$ cat config.mk
export PLATFORM = sky130hd
export DESIGN_NAME = ssr_receiver
export DESIGN_NICKNAME = d
export VERILOG_FILES = /design/src/verilog/ssr_pkg.sv /design/src/verilog/ssr_baud_if.sv /design/src/verilog/ssr_baud.sv /design/src/verilog/ssr_receiver.sv
export SDC_FILE = /design/constraint.sdc
export NUM_CORES = 1
export LEC_CHECK = 0
export ABC_AREA = 0
export BUFFER_PORTS_ARGS = -buffer_cell sky130_fd_sc_hd__buf_2
export CAP_MARGIN = 0
export CORE_MARGIN = 3
export CORE_UTILIZATION = 34
export CTS_CLUSTER_DIAMETER = 50
export DETAILED_ROUTE_END_ITERATION = 7
export PLACE_DENSITY = 0.58
export SETUP_SLACK_MARGIN = 0.5
export SLEW_MARGIN = 20
export SYNTH_ARGS = -nofsm -noshare
export SYNTH_HDL_FRONTEND = slang
export SYNTH_SLANG_ARGS = --single-unit
$ cat constraint.sdc
create_clock -name clk -period 7.45 [get_ports clk]
set_input_delay 0.3725 -clock clk [delete_from_list [all_inputs] [get_ports clk]]
set_output_delay 0.3725 -clock clk [all_outputs]
set_load 0.02 [all_outputs]
$ cat src/verilog/ssr_pkg.sv
// Constants and types shared by the synchronous serial receiver
// Assumes an 8-bit register port and a single system clock
package ssr_pkg;
  // Bus widths
  localparam int ADDR_W = 3;
  localparam int DATA_W = 8;
  localparam int CHAR_W = 9;
  localparam int DIV_W  = 16;
  localparam int CNT_W  = 18;

  // Register offsets
  localparam logic [2:0] ADDR_CTRL   = 3'h0;
  localparam logic [2:0] ADDR_STATUS = 3'h1;
  localparam logic [2:0] ADDR_DATA   = 3'h2;
  localparam logic [2:0] ADDR_DIV_LO = 3'h3;
  localparam logic [2:0] ADDR_DIV_HI = 3'h4;

  // Control register bit positions
  localparam int CTRL_SERIAL_PORT_ENABLE  = 7;
  localparam int CTRL_CLOCK_SOURCE_MASTER = 6;
  localparam int CTRL_NINE_BIT            = 5;
  localparam int CTRL_SINGLE_RECEIVE      = 4;
  localparam int CTRL_CONTINUOUS_RECEIVE  = 3;
  localparam int CTRL_HIGH_SPEED          = 2;
  localparam int CTRL_WIDE_BAUD           = 1;
  localparam int CTRL_IRQ_ENABLE          = 0;

  // Status register bit positions
  localparam int STAT_IRQ_FLAG = 0;
  localparam int STAT_OVERRUN  = 1;
  localparam int STAT_NINTH    = 2;
  localparam int STAT_COUNT    = 3;

  // Character lengths and FIFO size
  localparam logic [3:0] NBITS_8    = 4'h8;
  localparam logic [3:0] NBITS_9    = 4'h9;
  localparam logic [1:0] FIFO_DEPTH = 2'h2;

  // Values after reset
  localparam logic [7:0] CTRL_RST = 8'h00;
  localparam logic [7:0] DIV_RST  = 8'h00;

  typedef enum logic [2:0] {
    SSR_PH_IDLE = 3'b001,
    SSR_PH_LOW  = 3'b010,
    SSR_PH_HIGH = 3'b100
  } ssr_phase_t;

  typedef struct packed {
    logic [1:0]        clk_sync;
    logic [1:0]        dat_sync;
    logic              clk_prev;
    logic              serial_port_enable;
    logic              clock_source_master;
    logic              nine_bit_receive_enable;
    logic              single_receive_enable;
    logic              continuous_receive_enable;
    logic              high_speed_baud_select;
    logic              wide_baud_generator_select;
    logic              receive_irq_enable;
    logic [7:0]        baud_divisor_low;
    logic [7:0]        baud_divisor_high;
    ssr_phase_t        phase;
    logic [8:0]        receive_shift_reg;
    logic [3:0]        bitcnt;
    logic [1:0][8:0]   fifo;
    logic [1:0]        count;
    logic              overrun_error_flag;
    logic              ovr_cont;
    logic              clk_out;
    logic              clk_oe;
    logic              data_oe;
    logic              irq;
    logic [7:0]        rdata;
  } ssr_state_t;

  typedef struct packed {
    logic [CNT_W-1:0] cnt;
    logic             tick;
  } ssr_baud_state_t;
endpackage

$ cat src/verilog/ssr_baud_if.sv
// Link between the receiver core and its bit clock generator
// Assumes both ends run on the same system clock
`timescale 1ns/10ps
interface ssr_baud_if;
  logic [15:0] divisor;
  logic        high_speed;
  logic        run;
  logic        tick;
  modport gen  (input divisor, input high_speed, input run, output tick);
  modport user (output divisor, output high_speed, output run, input tick);
endinterface

$ cat src/verilog/ssr_baud.sv
// Half-bit tick generator for the master bit clock
// Assumes run drops whenever no character is being clocked
`timescale 1ns/10ps
module ssr_baud (
  // Clock and reset
  input wire logic clk,
  input wire logic sys_rst,
  // Core side
  ssr_baud_if.gen  bif
);
  import ssr_pkg::*;

  ssr_baud_state_t st;
  ssr_baud_state_t nx;
  logic [CNT_W-1:0] limit;

  // RULE22 - divisor sets period
  always_comb begin
    nx = st;
    nx.tick = 1'b0;
    // Low speed stretches each half bit by four
    limit = bif.high_speed ? {2'b00, bif.divisor} : {bif.divisor, 2'b11};
    if (!bif.run) begin
      nx.cnt = '0;
    end else if (st.cnt >= limit) begin
      nx.cnt = '0;
      nx.tick = 1'b1;
    end else begin
      nx.cnt = st.cnt + 18'h00001;
    end
  end

  // State register
  always_ff @(posedge clk) begin
    if (sys_rst) begin
      st <= '0;
    end else begin
      st <= nx;
    end
  end

  assign bif.tick = st.tick;
endmodule

$ cat src/verilog/ssr_receiver.sv
// Synchronous serial receiver: master or slave clocking, two-deep FIFO
// Assumes pins arrive asynchronous and a simple strobe register port
// Functional notes
// RULE1 - As master receiver the data pin driver stays off.
// RULE2 - Reception starts when single or continuous receive is set.
// RULE3 - Single receive clocks one character then clears itself.
// RULE4 - Continuous receive clocks until cleared; clearing aborts the character.
// RULE5 - Both set: single clears after first character, continuous carries on.
// RULE6 - Data is sampled on the clock trailing edge into the shift register.
// RULE7 - A finished character sets the flag and enters the FIFO.
// RULE8 - Data register shows the low eight bits of the oldest character.
// RULE9 - Flag stays set while the FIFO holds unread characters.
// RULE10 - As slave the clock comes from the pin and its driver is off.
// RULE11 - Data changes on the leading edge, valid at trailing edge.
// RULE12 - External master gives only one clock per data bit.
// RULE13 - A third character with a full FIFO sets overrun.
// RULE14 - Overrun keeps FIFO contents and blocks further characters.
// RULE15 - Overrun from single mode clears on a data read.
// RULE16 - Overrun from continuous mode clears by clearing continuous or port enable.
// RULE17 - Nine-bit mode shifts nine bits; ninth bit shows the oldest character's.
// RULE18 - Software reads the ninth bit before the low byte.
// RULE19 - Software sets up divisor and mode before enabling reception.
// RULE20 - Interrupt request rises on data only with the interrupt enable set.
// RULE21 - Reading the data register pops the oldest character.
// RULE22 - Master bit period follows the divisor and speed bits.
//
// The implementer's own choices: the placing of the registers and the address-and-strobe port.
`timescale 1ns/10ps
module ssr_receiver (
  // Clock and reset
  input  wire logic                       clk,
  input  wire logic                       sys_rst,
  // Register port
  input  wire logic [ssr_pkg::ADDR_W-1:0] reg_addr,
  input  wire logic [ssr_pkg::DATA_W-1:0] reg_wdata,
  input  wire logic                       reg_wr,
  input  wire logic                       reg_rd,
  output wire logic [ssr_pkg::DATA_W-1:0] reg_rdata,
  // Serial clock pin
  input  wire logic                       serial_clock_pin_in,
  output wire logic                       serial_clock_pin_out,
  output wire logic                       serial_clock_pin_oe,
  // Serial data pin
  input  wire logic                       serial_data_pin_in,
  output wire logic                       serial_data_pin_out,
  output wire logic                       serial_data_pin_oe,
  // Interrupt request
  output wire logic                       receive_irq_req
);
  import ssr_pkg::*;

  ssr_state_t st;
  ssr_state_t nx;
  logic       pop;
  logic       push;
  logic       trail;
  logic       abort;
  logic       active;
  logic [8:0] sh;
  logic [8:0] chr;
  logic [1:0] c;
  logic [3:0] nbits;
  logic [7:0] head_low;

  ssr_baud_if bif ();

  // Bit clock generator runs only while a master character is open
  assign bif.divisor    = st.wide_baud_generator_select ?
                          {st.baud_divisor_high, st.baud_divisor_low} :
                          {8'h00, st.baud_divisor_low};
  assign bif.high_speed = st.high_speed_baud_select;
  assign bif.run        = st.serial_port_enable & st.clock_source_master &
                          (st.phase != SSR_PH_IDLE);

  ssr_baud u_baud (
    .clk     (clk),
    .sys_rst (sys_rst),
    .bif     (bif)
  );

  // RULE17 - character length select
  assign nbits    = st.nine_bit_receive_enable ? NBITS_9 : NBITS_8;
  assign head_low = st.fifo[0][7:0];

  // Next-state logic for the whole receiver
  always_comb begin
    nx     = st;
    pop    = 1'b0;
    push   = 1'b0;
    trail  = 1'b0;
    abort  = 1'b0;
    sh     = st.receive_shift_reg;
    chr    = 9'h000;
    c      = st.count;
    nx.rdata = 8'h00;
    // Pin synchronisers; stage one feeds stage two only
    nx.clk_sync = {st.clk_sync[0], serial_clock_pin_in};
    nx.dat_sync = {st.dat_sync[0], serial_data_pin_in};
    nx.clk_prev = st.clk_sync[1];

    // Register writes
    if (reg_wr) begin
      if (reg_addr == ADDR_CTRL) begin
        nx.serial_port_enable         = reg_wdata[CTRL_SERIAL_PORT_ENABLE];
        nx.clock_source_master        = reg_wdata[CTRL_CLOCK_SOURCE_MASTER];
        nx.nine_bit_receive_enable    = reg_wdata[CTRL_NINE_BIT];
        nx.single_receive_enable      = reg_wdata[CTRL_SINGLE_RECEIVE];
        nx.continuous_receive_enable  = reg_wdata[CTRL_CONTINUOUS_RECEIVE];
        nx.high_speed_baud_select     = reg_wdata[CTRL_HIGH_SPEED];
        nx.wide_baud_generator_select = reg_wdata[CTRL_WIDE_BAUD];
        nx.receive_irq_enable         = reg_wdata[CTRL_IRQ_ENABLE];
        // RULE4 - clearing aborts character
        abort = st.continuous_receive_enable & ~reg_wdata[CTRL_CONTINUOUS_RECEIVE];
      end else if (reg_addr == ADDR_DIV_LO) begin
        nx.baud_divisor_low = reg_wdata;
      end else if (reg_addr == ADDR_DIV_HI) begin
        nx.baud_divisor_high = reg_wdata;
      end
    end

    // Register reads; data stands one cycle after the strobe
    if (reg_rd) begin
      if (reg_addr == ADDR_CTRL) begin
        nx.rdata = {st.serial_port_enable, st.clock_source_master,
                    st.nine_bit_receive_enable, st.single_receive_enable,
                    st.continuous_receive_enable, st.high_speed_baud_select,
                    st.wide_baud_generator_select, st.receive_irq_enable};
      end else if (reg_addr == ADDR_STATUS) begin
        // RULE17 - ninth bit view
        nx.rdata = {3'b000, st.count, st.fifo[0][8], st.overrun_error_flag,
                    (st.count != 2'h0)};
      end else if (reg_addr == ADDR_DATA) begin
        // RULE8 - oldest low byte
        nx.rdata = head_low;
        // RULE21 - read pops FIFO
        pop = (st.count != 2'h0);
      end else if (reg_addr == ADDR_DIV_LO) begin
        nx.rdata = st.baud_divisor_low;
      end else if (reg_addr == ADDR_DIV_HI) begin
        nx.rdata = st.baud_divisor_high;
      end
    end

    // RULE2 - either enable starts
    active = st.serial_port_enable & ~st.overrun_error_flag &
             (st.single_receive_enable | st.continuous_receive_enable);

    // Bit engine; an abort drops the partial character
    if (!active || abort) begin
      nx.phase   = SSR_PH_IDLE;
      nx.bitcnt  = 4'h0;
      nx.clk_out = 1'b0;
    end else if (st.clock_source_master) begin
      case (st.phase)
        SSR_PH_IDLE: begin
          nx.phase = SSR_PH_LOW;
        end
        SSR_PH_LOW: begin
          // RULE11 - leading edge out
          if (bif.tick) begin
            nx.clk_out = 1'b1;
            nx.phase   = SSR_PH_HIGH;
          end
        end
        SSR_PH_HIGH: begin
          if (bif.tick) begin
            nx.clk_out = 1'b0;
            nx.phase   = SSR_PH_LOW;
            trail      = 1'b1;
          end
        end
        default: begin
          nx.phase = SSR_PH_IDLE;
        end
      endcase
    end else begin
      // RULE10 - clock from pin
      nx.phase   = SSR_PH_IDLE;
      nx.clk_out = 1'b0;
      trail      = ~st.clk_sync[1] & st.clk_prev;
    end

    // RULE6 - trailing edge sample
    if (trail) begin
      sh = {st.dat_sync[1], st.receive_shift_reg[8:1]};
      nx.receive_shift_reg = sh;
      if (st.bitcnt == nbits - 4'h1) begin
        push      = 1'b1;
        nx.bitcnt = 4'h0;
        // LSB first, so an 8-bit character sits one place high
        chr = st.nine_bit_receive_enable ? sh : {1'b0, sh[8:1]};
        // RULE3 - single clears itself
        // RULE5 - continuous takes over
        if (st.single_receive_enable) begin
          nx.single_receive_enable = 1'b0;
          if (!st.continuous_receive_enable) begin
            nx.phase = SSR_PH_IDLE;
          end
        end
      end else begin
        nx.bitcnt = st.bitcnt + 4'h1;
      end
    end

    // FIFO pop shifts the younger entry forward
    if (pop) begin
      nx.fifo[0] = st.fifo[1];
      c = c - 2'h1;
    end

    // RULE15 - read clears overrun
    // RULE16 - continuous clear clears
    if (st.overrun_error_flag &&
        ((!st.ovr_cont && pop) || (st.ovr_cont && !st.continuous_receive_enable))) begin
      nx.overrun_error_flag = 1'b0;
    end

    // RULE7 - push into FIFO
    // RULE13 - full means overrun
    // RULE14 - contents kept
    if (push) begin
      if (c == FIFO_DEPTH) begin
        nx.overrun_error_flag = 1'b1;
        nx.ovr_cont           = st.continuous_receive_enable;
      end else begin
        nx.fifo[c[0]] = chr;
        c = c + 2'h1;
      end
    end
    nx.count = c;

    // Clearing the port enable resets the receive path
    if (!st.serial_port_enable) begin
      nx.count              = 2'h0;
      nx.overrun_error_flag = 1'b0;
      nx.ovr_cont           = 1'b0;
      nx.receive_shift_reg  = 9'h000;
      nx.bitcnt             = 4'h0;
    end

    // RULE9 - flag while unread
    // RULE20 - gated request
    nx.irq = st.receive_irq_enable & (nx.count != 2'h0);
    nx.clk_oe = st.serial_port_enable & st.clock_source_master;
    // RULE1 - data driver off
    nx.data_oe = 1'b0;
  end

  // State register
  always_ff @(posedge clk) begin
    if (sys_rst) begin
      st <= '0;
      st.phase <= SSR_PH_IDLE;
      st.baud_divisor_low <= DIV_RST;
      st.baud_divisor_high <= DIV_RST;
    end else begin
      st <= nx;
    end
  end

  // Outputs straight from the state register
  assign reg_rdata            = st.rdata;
  assign serial_clock_pin_out = st.clk_out;
  assign serial_clock_pin_oe  = st.clk_oe;
  // Driven level is irrelevant while the driver stays off
  assign serial_data_pin_out  = st.data_oe;
  assign serial_data_pin_oe   = st.data_oe;
  assign receive_irq_req      = st.irq;

  // Helper: leading edges seen in the current master character
  logic       clk_d;
  logic [3:0] rise_cnt;
  logic [3:0] rise_seen;
  assign rise_seen = rise_cnt + {3'b000, st.clk_out & ~clk_d};
  always_ff @(posedge clk) begin
    if (sys_rst) begin
      clk_d    <= 1'b0;
      rise_cnt <= 4'h0;
    end else begin
      clk_d <= st.clk_out;
      if (push || st.phase == SSR_PH_IDLE) begin
        rise_cnt <= 4'h0;
      end else if (st.clk_out && !clk_d) begin
        rise_cnt <= rise_cnt + 4'h1;
      end
    end
  end
endmodule

==> Word level (Yosys, flattened, before mapping) <==
Index checks and enable logic that the tools add are counted.
{ "word_totals": {"ff_bits": 98, "wordCells": 151, "input_bits": 17} }
{ "op_classes": {"reduce_logical": 25, "magnitude_cmp": 3, "n_bitwise": 18, "mux": 60, "n_eq_ne": 12, "addsub": 5} }
{ "ops": {"columns": ["op", "n"], "rows": [
  ["two-way mux 8 bit", 8],
  ["two-way mux 9 bit", 7],
  ["two-way mux 16 bit", 3],
  ["two-way mux 21 bit", 1],
  ["two-way mux 3 bit", 7],
  ["two-way mux 1 bit", 20],
  ["adder 18 x 1 -> 18 bit, second input constant", 1],
  ["bitwise mux 18 bit", 1],
  ["greater-or-equal comparator 18 bit", 1],
  ["two-way mux 18 bit", 1],
  ["two-way mux 4 bit", 3],
  ["two-way mux 2 bit", 5],
  ["NOT 1 bit", 10],
  ["demux 9 bit (select 1 bit)", 1],
  ["equality test 3 x 2 -> 1 bit, second input constant", 3],
  ["case mux 3 bit (3 select lines)", 1],
  ["nonzero test 2 bit", 4],
  ["AND 1 bit", 7],
  ["equality test 3 x 1 -> 1 bit, second input constant", 2],
  ["equality test 3 bit, second input constant", 2],
  ["AND reduction 2 bit", 3],
  ["AND reduction 3 bit", 2],
  ["OR reduction 2 bit", 3],
  ["OR reduction 3 bit", 2],
  ["other kinds (18)", 25]
]} }

==> Depth between registers and ports, before layout <==
{ "depth": {"word_depth": 14, "depth_mapped": 11, "ltp_nobuf": 8} }

==> Modules after synthesis <==
From an unflattened synthesis, not the netlist that was laid out.
{ "hier_totals": {"cells_unflattened": 567, "area_unflattened_um2": 4958.5} }
{ "by_module_without_submodules": {"columns": ["mod", "n_inst", "cells_per_inst", "area_each_um2", "seq_area_each_um2"], "rows": [
  ["ssr_receiver", 1, 421, 3637.2, 1541.5],
  ["ssr_baud", 1, 146, 1321.3, 380.4]
]} }

==> Worst setup path after synthesis <==
Ideal clock, no wire load.
{ "synth_path": {"kind": "reg2reg", "start": "reg st, in the netlist bif.high_speed", "end": "reg u_baud.st[10] in the netlist's numbering", "t_arrival_ps": 2662, "path_slack_ps": 4651, "period_less_slack_ps": 2799, "stages_incl_launch_ff": 10, "cell_sequence": "dfxtp_1 > clkbuf_1 > buf_1 > mux2i_1 > ha_1 > a2111oi_0 > o31a_1 > o211ai_1 > clkbuf_1 > a211oi_1"} }
{ "synth_between": {"elab_chain_len": 3} }
{ "synth_lines": {"columns": ["item", "line_no", "source"], "rows": [
  ["from (decl)", "ssr_receiver.sv:52", "ssr_state_t st;"],
  ["from (signal assigned)", "ssr_receiver.sv:257", "st <= nx;"],
  ["two-way mux 18 bit", "ssr_baud.sv:22", "limit = bif.high_speed ? {2'b00, bif.divisor} : {bif.divisor, 2'b11};"],
  ["greater-or-equal comparator 18 bit", "ssr_baud.sv:25", "end else if (st.cnt >= limit) begin"],
  ["OR reduction 3 bit (no source line)", null, null],
  ["to (signal assigned)", "ssr_baud.sv:38", "st <= nx;"],
  ["to (decl)", "ssr_baud.sv:13", "ssr_baud_state_t st;"]
]} }
No other way between the ends.
A chain may end at the register's enable or synchronous reset.

==> Worst setup path after layout <==
{ "layout_path": {"start": "reg st, in the netlist bif.high_speed", "end": "reg u_baud.st, in the netlist u_baud.bif.tick"} }
{ "layout_between": {"elab_chain_len": 3} }
{ "layout_lines": {"columns": ["item", "line_no"], "rows": [
  ["two-way mux 18 bit", "ssr_baud.sv:22"],
  ["greater-or-equal comparator 18 bit", "ssr_baud.sv:25"],
  ["two-way mux 1 bit", "ssr_baud.sv:25"]
]} }
No other way between the ends.

==> impl_metrics.json <==
{
  "wl_per_cell_um": 15.0,
  "path_depth": 8,
  "power.switching_uw": 223,
  "ys.flop_type": "dfxtp_1",
  "antenna_left": 0,
  "hold_violations": 0,
  "path_clk_slew_ns": 0.06,
  "place_area_um2": 5220,
  "p_sw_share_pct": 22.4,
  "crit_type": "reg2reg",
  "ys_seq_area_share_pct": 38.0,
  "power_density_nw_per_um2": 181,
  "synth_area_per_cell_um2": 8.54,
  "setup_viol": 0,
  "ctsResizeCount": 0,
  "slowest_stage": "dfxtp_1",
  "p_seq_share_pct": 52.5,
  "portBuffers": 27,
  "start_util_pct": 35.6,
  "cp.required_ns": 7.68,
  "nets": 631,
  "h-tree-depth": 3,
  "ios": 30,
  "worstSkewPairLatency_ns": 0.34,
  "clockBufferDepth": 2,
  "die-area_um2": 16400,
  "drv_cap": 0,
  "grt_antenna_before_repair": 0,
  "hold_class": "in2reg",
  "dp_hpwl_mm": 8.57,
  "max_freq_ghz": 0.336,
  "drt_iter0_markers": 319,
  "reg2reg_depth": 8,
  "cts_setup_buffers": 0,
  "final_cell_mix": "dfxtp_1 (96), nand2_1 (91), nor2_1 (61)",
  "fin_crit_sh_pct": 40.0,
  "vdd_drop_max_v": 0.000114,
  "tightest_slew_ns": 0.961,
  "cts_buffers": 9,
  "p_leak_uw": 0.00199,
  "critPathTopFamily": "simple AND/OR/NAND/NOR gates",
  "detail_route.wirelength_mm": 11.7,
  "timing.rr.start": "bif.high_speed",
  "comb_power_share_pct": 4.1,
  "period_needed_ns": 2.98,
  "vias_per_cell": 5.24,
  "holdBufCountCts": 0,
  "drv_slew": 0,
  "tns_ns": 0,
  "wl_met1_mm": 5.88,
  "fp-row-count": 43,
  "grt_max_degree": 60,
  "routed-wl-met2_mm": 5.06,
  "critPathBufInv": 0,
  "setup_slack_ns": 4.47,
  "cpMostUsedCell": "nand2_1",
  "status": "finished clean",
  "layout-drive-gt1-share_pct": 10.9,
  "dp_slack_ns": 4.53,
  "post-route-drc-count": 0,
  "async_reset_ff_share_pct": 0,
  "synth-edff-count": 0,
  "overflow": 0,
  "rsz0062_at_grt": "false",
  "antenna_cells": 0,
  "ys.warnings.count": 0,
  "areaGrowthSynthToFinish_pct": 8.63,
  "place_congestion": 0.844,
  "fp.dieH_um": 128,
  "cts_sinks": 96,
  "cp-start-kind": "flip-flop",
  "slew_headroom_pct": 35.9,
  "end_kind": "flip-flop",
  "die_x_um": 128,
  "reg2reg_to": "u_baud.bif.tick",
  "synthDistinctLibCells": 58,
  "critical_path.max_fanout": 21,
  "fillers": 1434,
  "p_int_uw": 773,
  "grt_pass1_wl_mm": 19.4,
  "dr.pass1.iters": 4,
  "fin_skew_ns": 0.00820,
  "critical_path.cell_chain": "mux2_2, nand2_1, ha_1, a21oi_1, nand2_1, o211ai_1, nand2b_1, and3_1",
  "cp-startpoint": "bif.high_speed",
  "synth_area_um2": 5060,
  "vias": 4068,
  "p_total_uw": 996,
  "ys_ff_latch": 96,
  "final_common_cell": "dfxtp_1",
  "clock_power_share_pct": 43.4,
  "arrival_ns": 3.21,
  "grt_usage_pct": 14.7,
  "cts_root_buf": "clkbuf_16",
  "core_area_um2": 14200,
  "worst_path_largest_cell_delay_ns": 0.88,
  "cts_tree": "done",
  "first_global_vias": 3886,
  "fin_area_um2": 5500,
  "endpoint": "u_baud.bif.tick",
  "top_layer": "met4",
  "met3_length_um": 474,
  "synthCells": 593,
  "rrSetupSlack_ns": 4.47
}
==> per-stage QoR <==
stage | hold WS [ns] | util, % | cells
2_1_floorplan | 0.414 | - | 594
3_3_place_gp | 0.423 | 36.7 | 762
3_5_place_dp | 0.423 | 36.8 | 762
4_1_cts | 0.225 | 38.7 | 777
5_1_grt | 0.262 | 38.7 | 777
6_report | 0.235 | 38.7 | 777
==> metal layers <==
metal / track usage [%] / up-vias
li1: - / 2062
met1: 20.7 / 1900
met2: 21.7 / 87
met3: 3.38 / 19
met4: 5.99 / 0
met5: 0 / -
==> flip-flops by register name, summed over array words and instances, names as in the netlist <==
signal                flops
nx                        3
st                       54
receive_irq_req           1
serial_clock_pin_out      1
u_baud.bif.tick           1
reg_rdata                 8
u_baud.st                18
serial_clock_pin_oe       1
bif.high_speed            1
head_low                  8
==> synthesized netlist by cell type (2+ instances only) <==
library cell	instances	area, um^2
xnor2_1	14	123
nor2b_1	13	81.3
nor3_1	8	40.0
nor3b_1	3	22.5
xor2_1	4	35.0
a21o_1	2	15.0
nor4_1	3	18.8
ha_1	21	263
a2111oi_4	2	55.1
o211ai_1	3	22.5
a31oi_1	4	25.0
nand3_1	12	60.1
a22oi_1	3	22.5
buf_4	11	82.6
a211oi_1	19	143
nand2_1	91	342
nand4_1	3	18.8
a21oi_1	45	225
buf_6	3	33.8
nor2_1	61	229
dfxtp_1	96	1920
clkbuf_1	17	63.8
nand2b_1	17	106
and2_1	3	18.8
or2_2	2	12.5
inv_1	9	33.8
nand3b_1	2	15.0
and3_1	5	31.3
mux2i_1	43	430
buf_2	4	20.0
o31ai_1	8	60.1
o21ai_0	20	100
buf_1	5	18.8
mux2_2	9	101
o22a_1	5	43.8
==> how the worst min path moves through the flow <==
stage / from / to / slack [ns] / cells after the start
floorplan: nx[78] / nx[74] / 0.41 / 1
finish: serial_data_pin_in / nx[76] / 0.24 / 2
global placement: nx[76] / st[76] / 0.42 / 1
CTS: serial_data_pin_in / nx[76] / 0.23 / 2
detailed placement: nx[76] / st[76] / 0.42 / 1
global route: serial_data_pin_in / nx[76] / 0.26 / 2
==> worst reg2reg max path, cell delays in order, from the launching register on <==
cell and delay (ns):
dfxtp_1 0.88, mux2_2 0.42, nand2_1 0.07, ha_1 0.25
a21oi_1 0.16, nand2_1 0.09, o211ai_1 0.17, nand2b_1 0.43
and3_1 0.39
==> area by class of cell <==
class / instances / area, um^2 / area share [%]
Clock inverter: 3 / 17.5 / 0.319
Timing Repair Buffer: 29 / 150 / 2.73
Tap cell: 180 / 225 / 4.10
Inverter: 9 / 33.8 / 0.614
Sequential cell: 96 / 1920 / 34.9
Multi-Input combinational cell: 448 / 2890 / 52.6
Clock buffer: 12 / 256 / 4.66
==> power groups by stage <==
stage,registers (uW),clock network (uW),logic (uW)
detailed placement,535,0,39.7
CTS,523,442,39.9
floorplan,531,0,30.2
finish,523,432,40.4
global route,523,466,44.4
global placement,535,0,39.4
==> cells by family after synthesis <==
kind of cell | share of synthesized area, %
buffers and inverters | 5.09
other | 0.0741
adders and majority gates | 5.19
DFF | 38.0
xor gates and xnor gates | 3.11
and+or+nand+nor | 21.6
muxes | 10.5
AOI/OAI and AO/OA | 16.5
No activity file was read; power rests on OpenSTA's default activity.
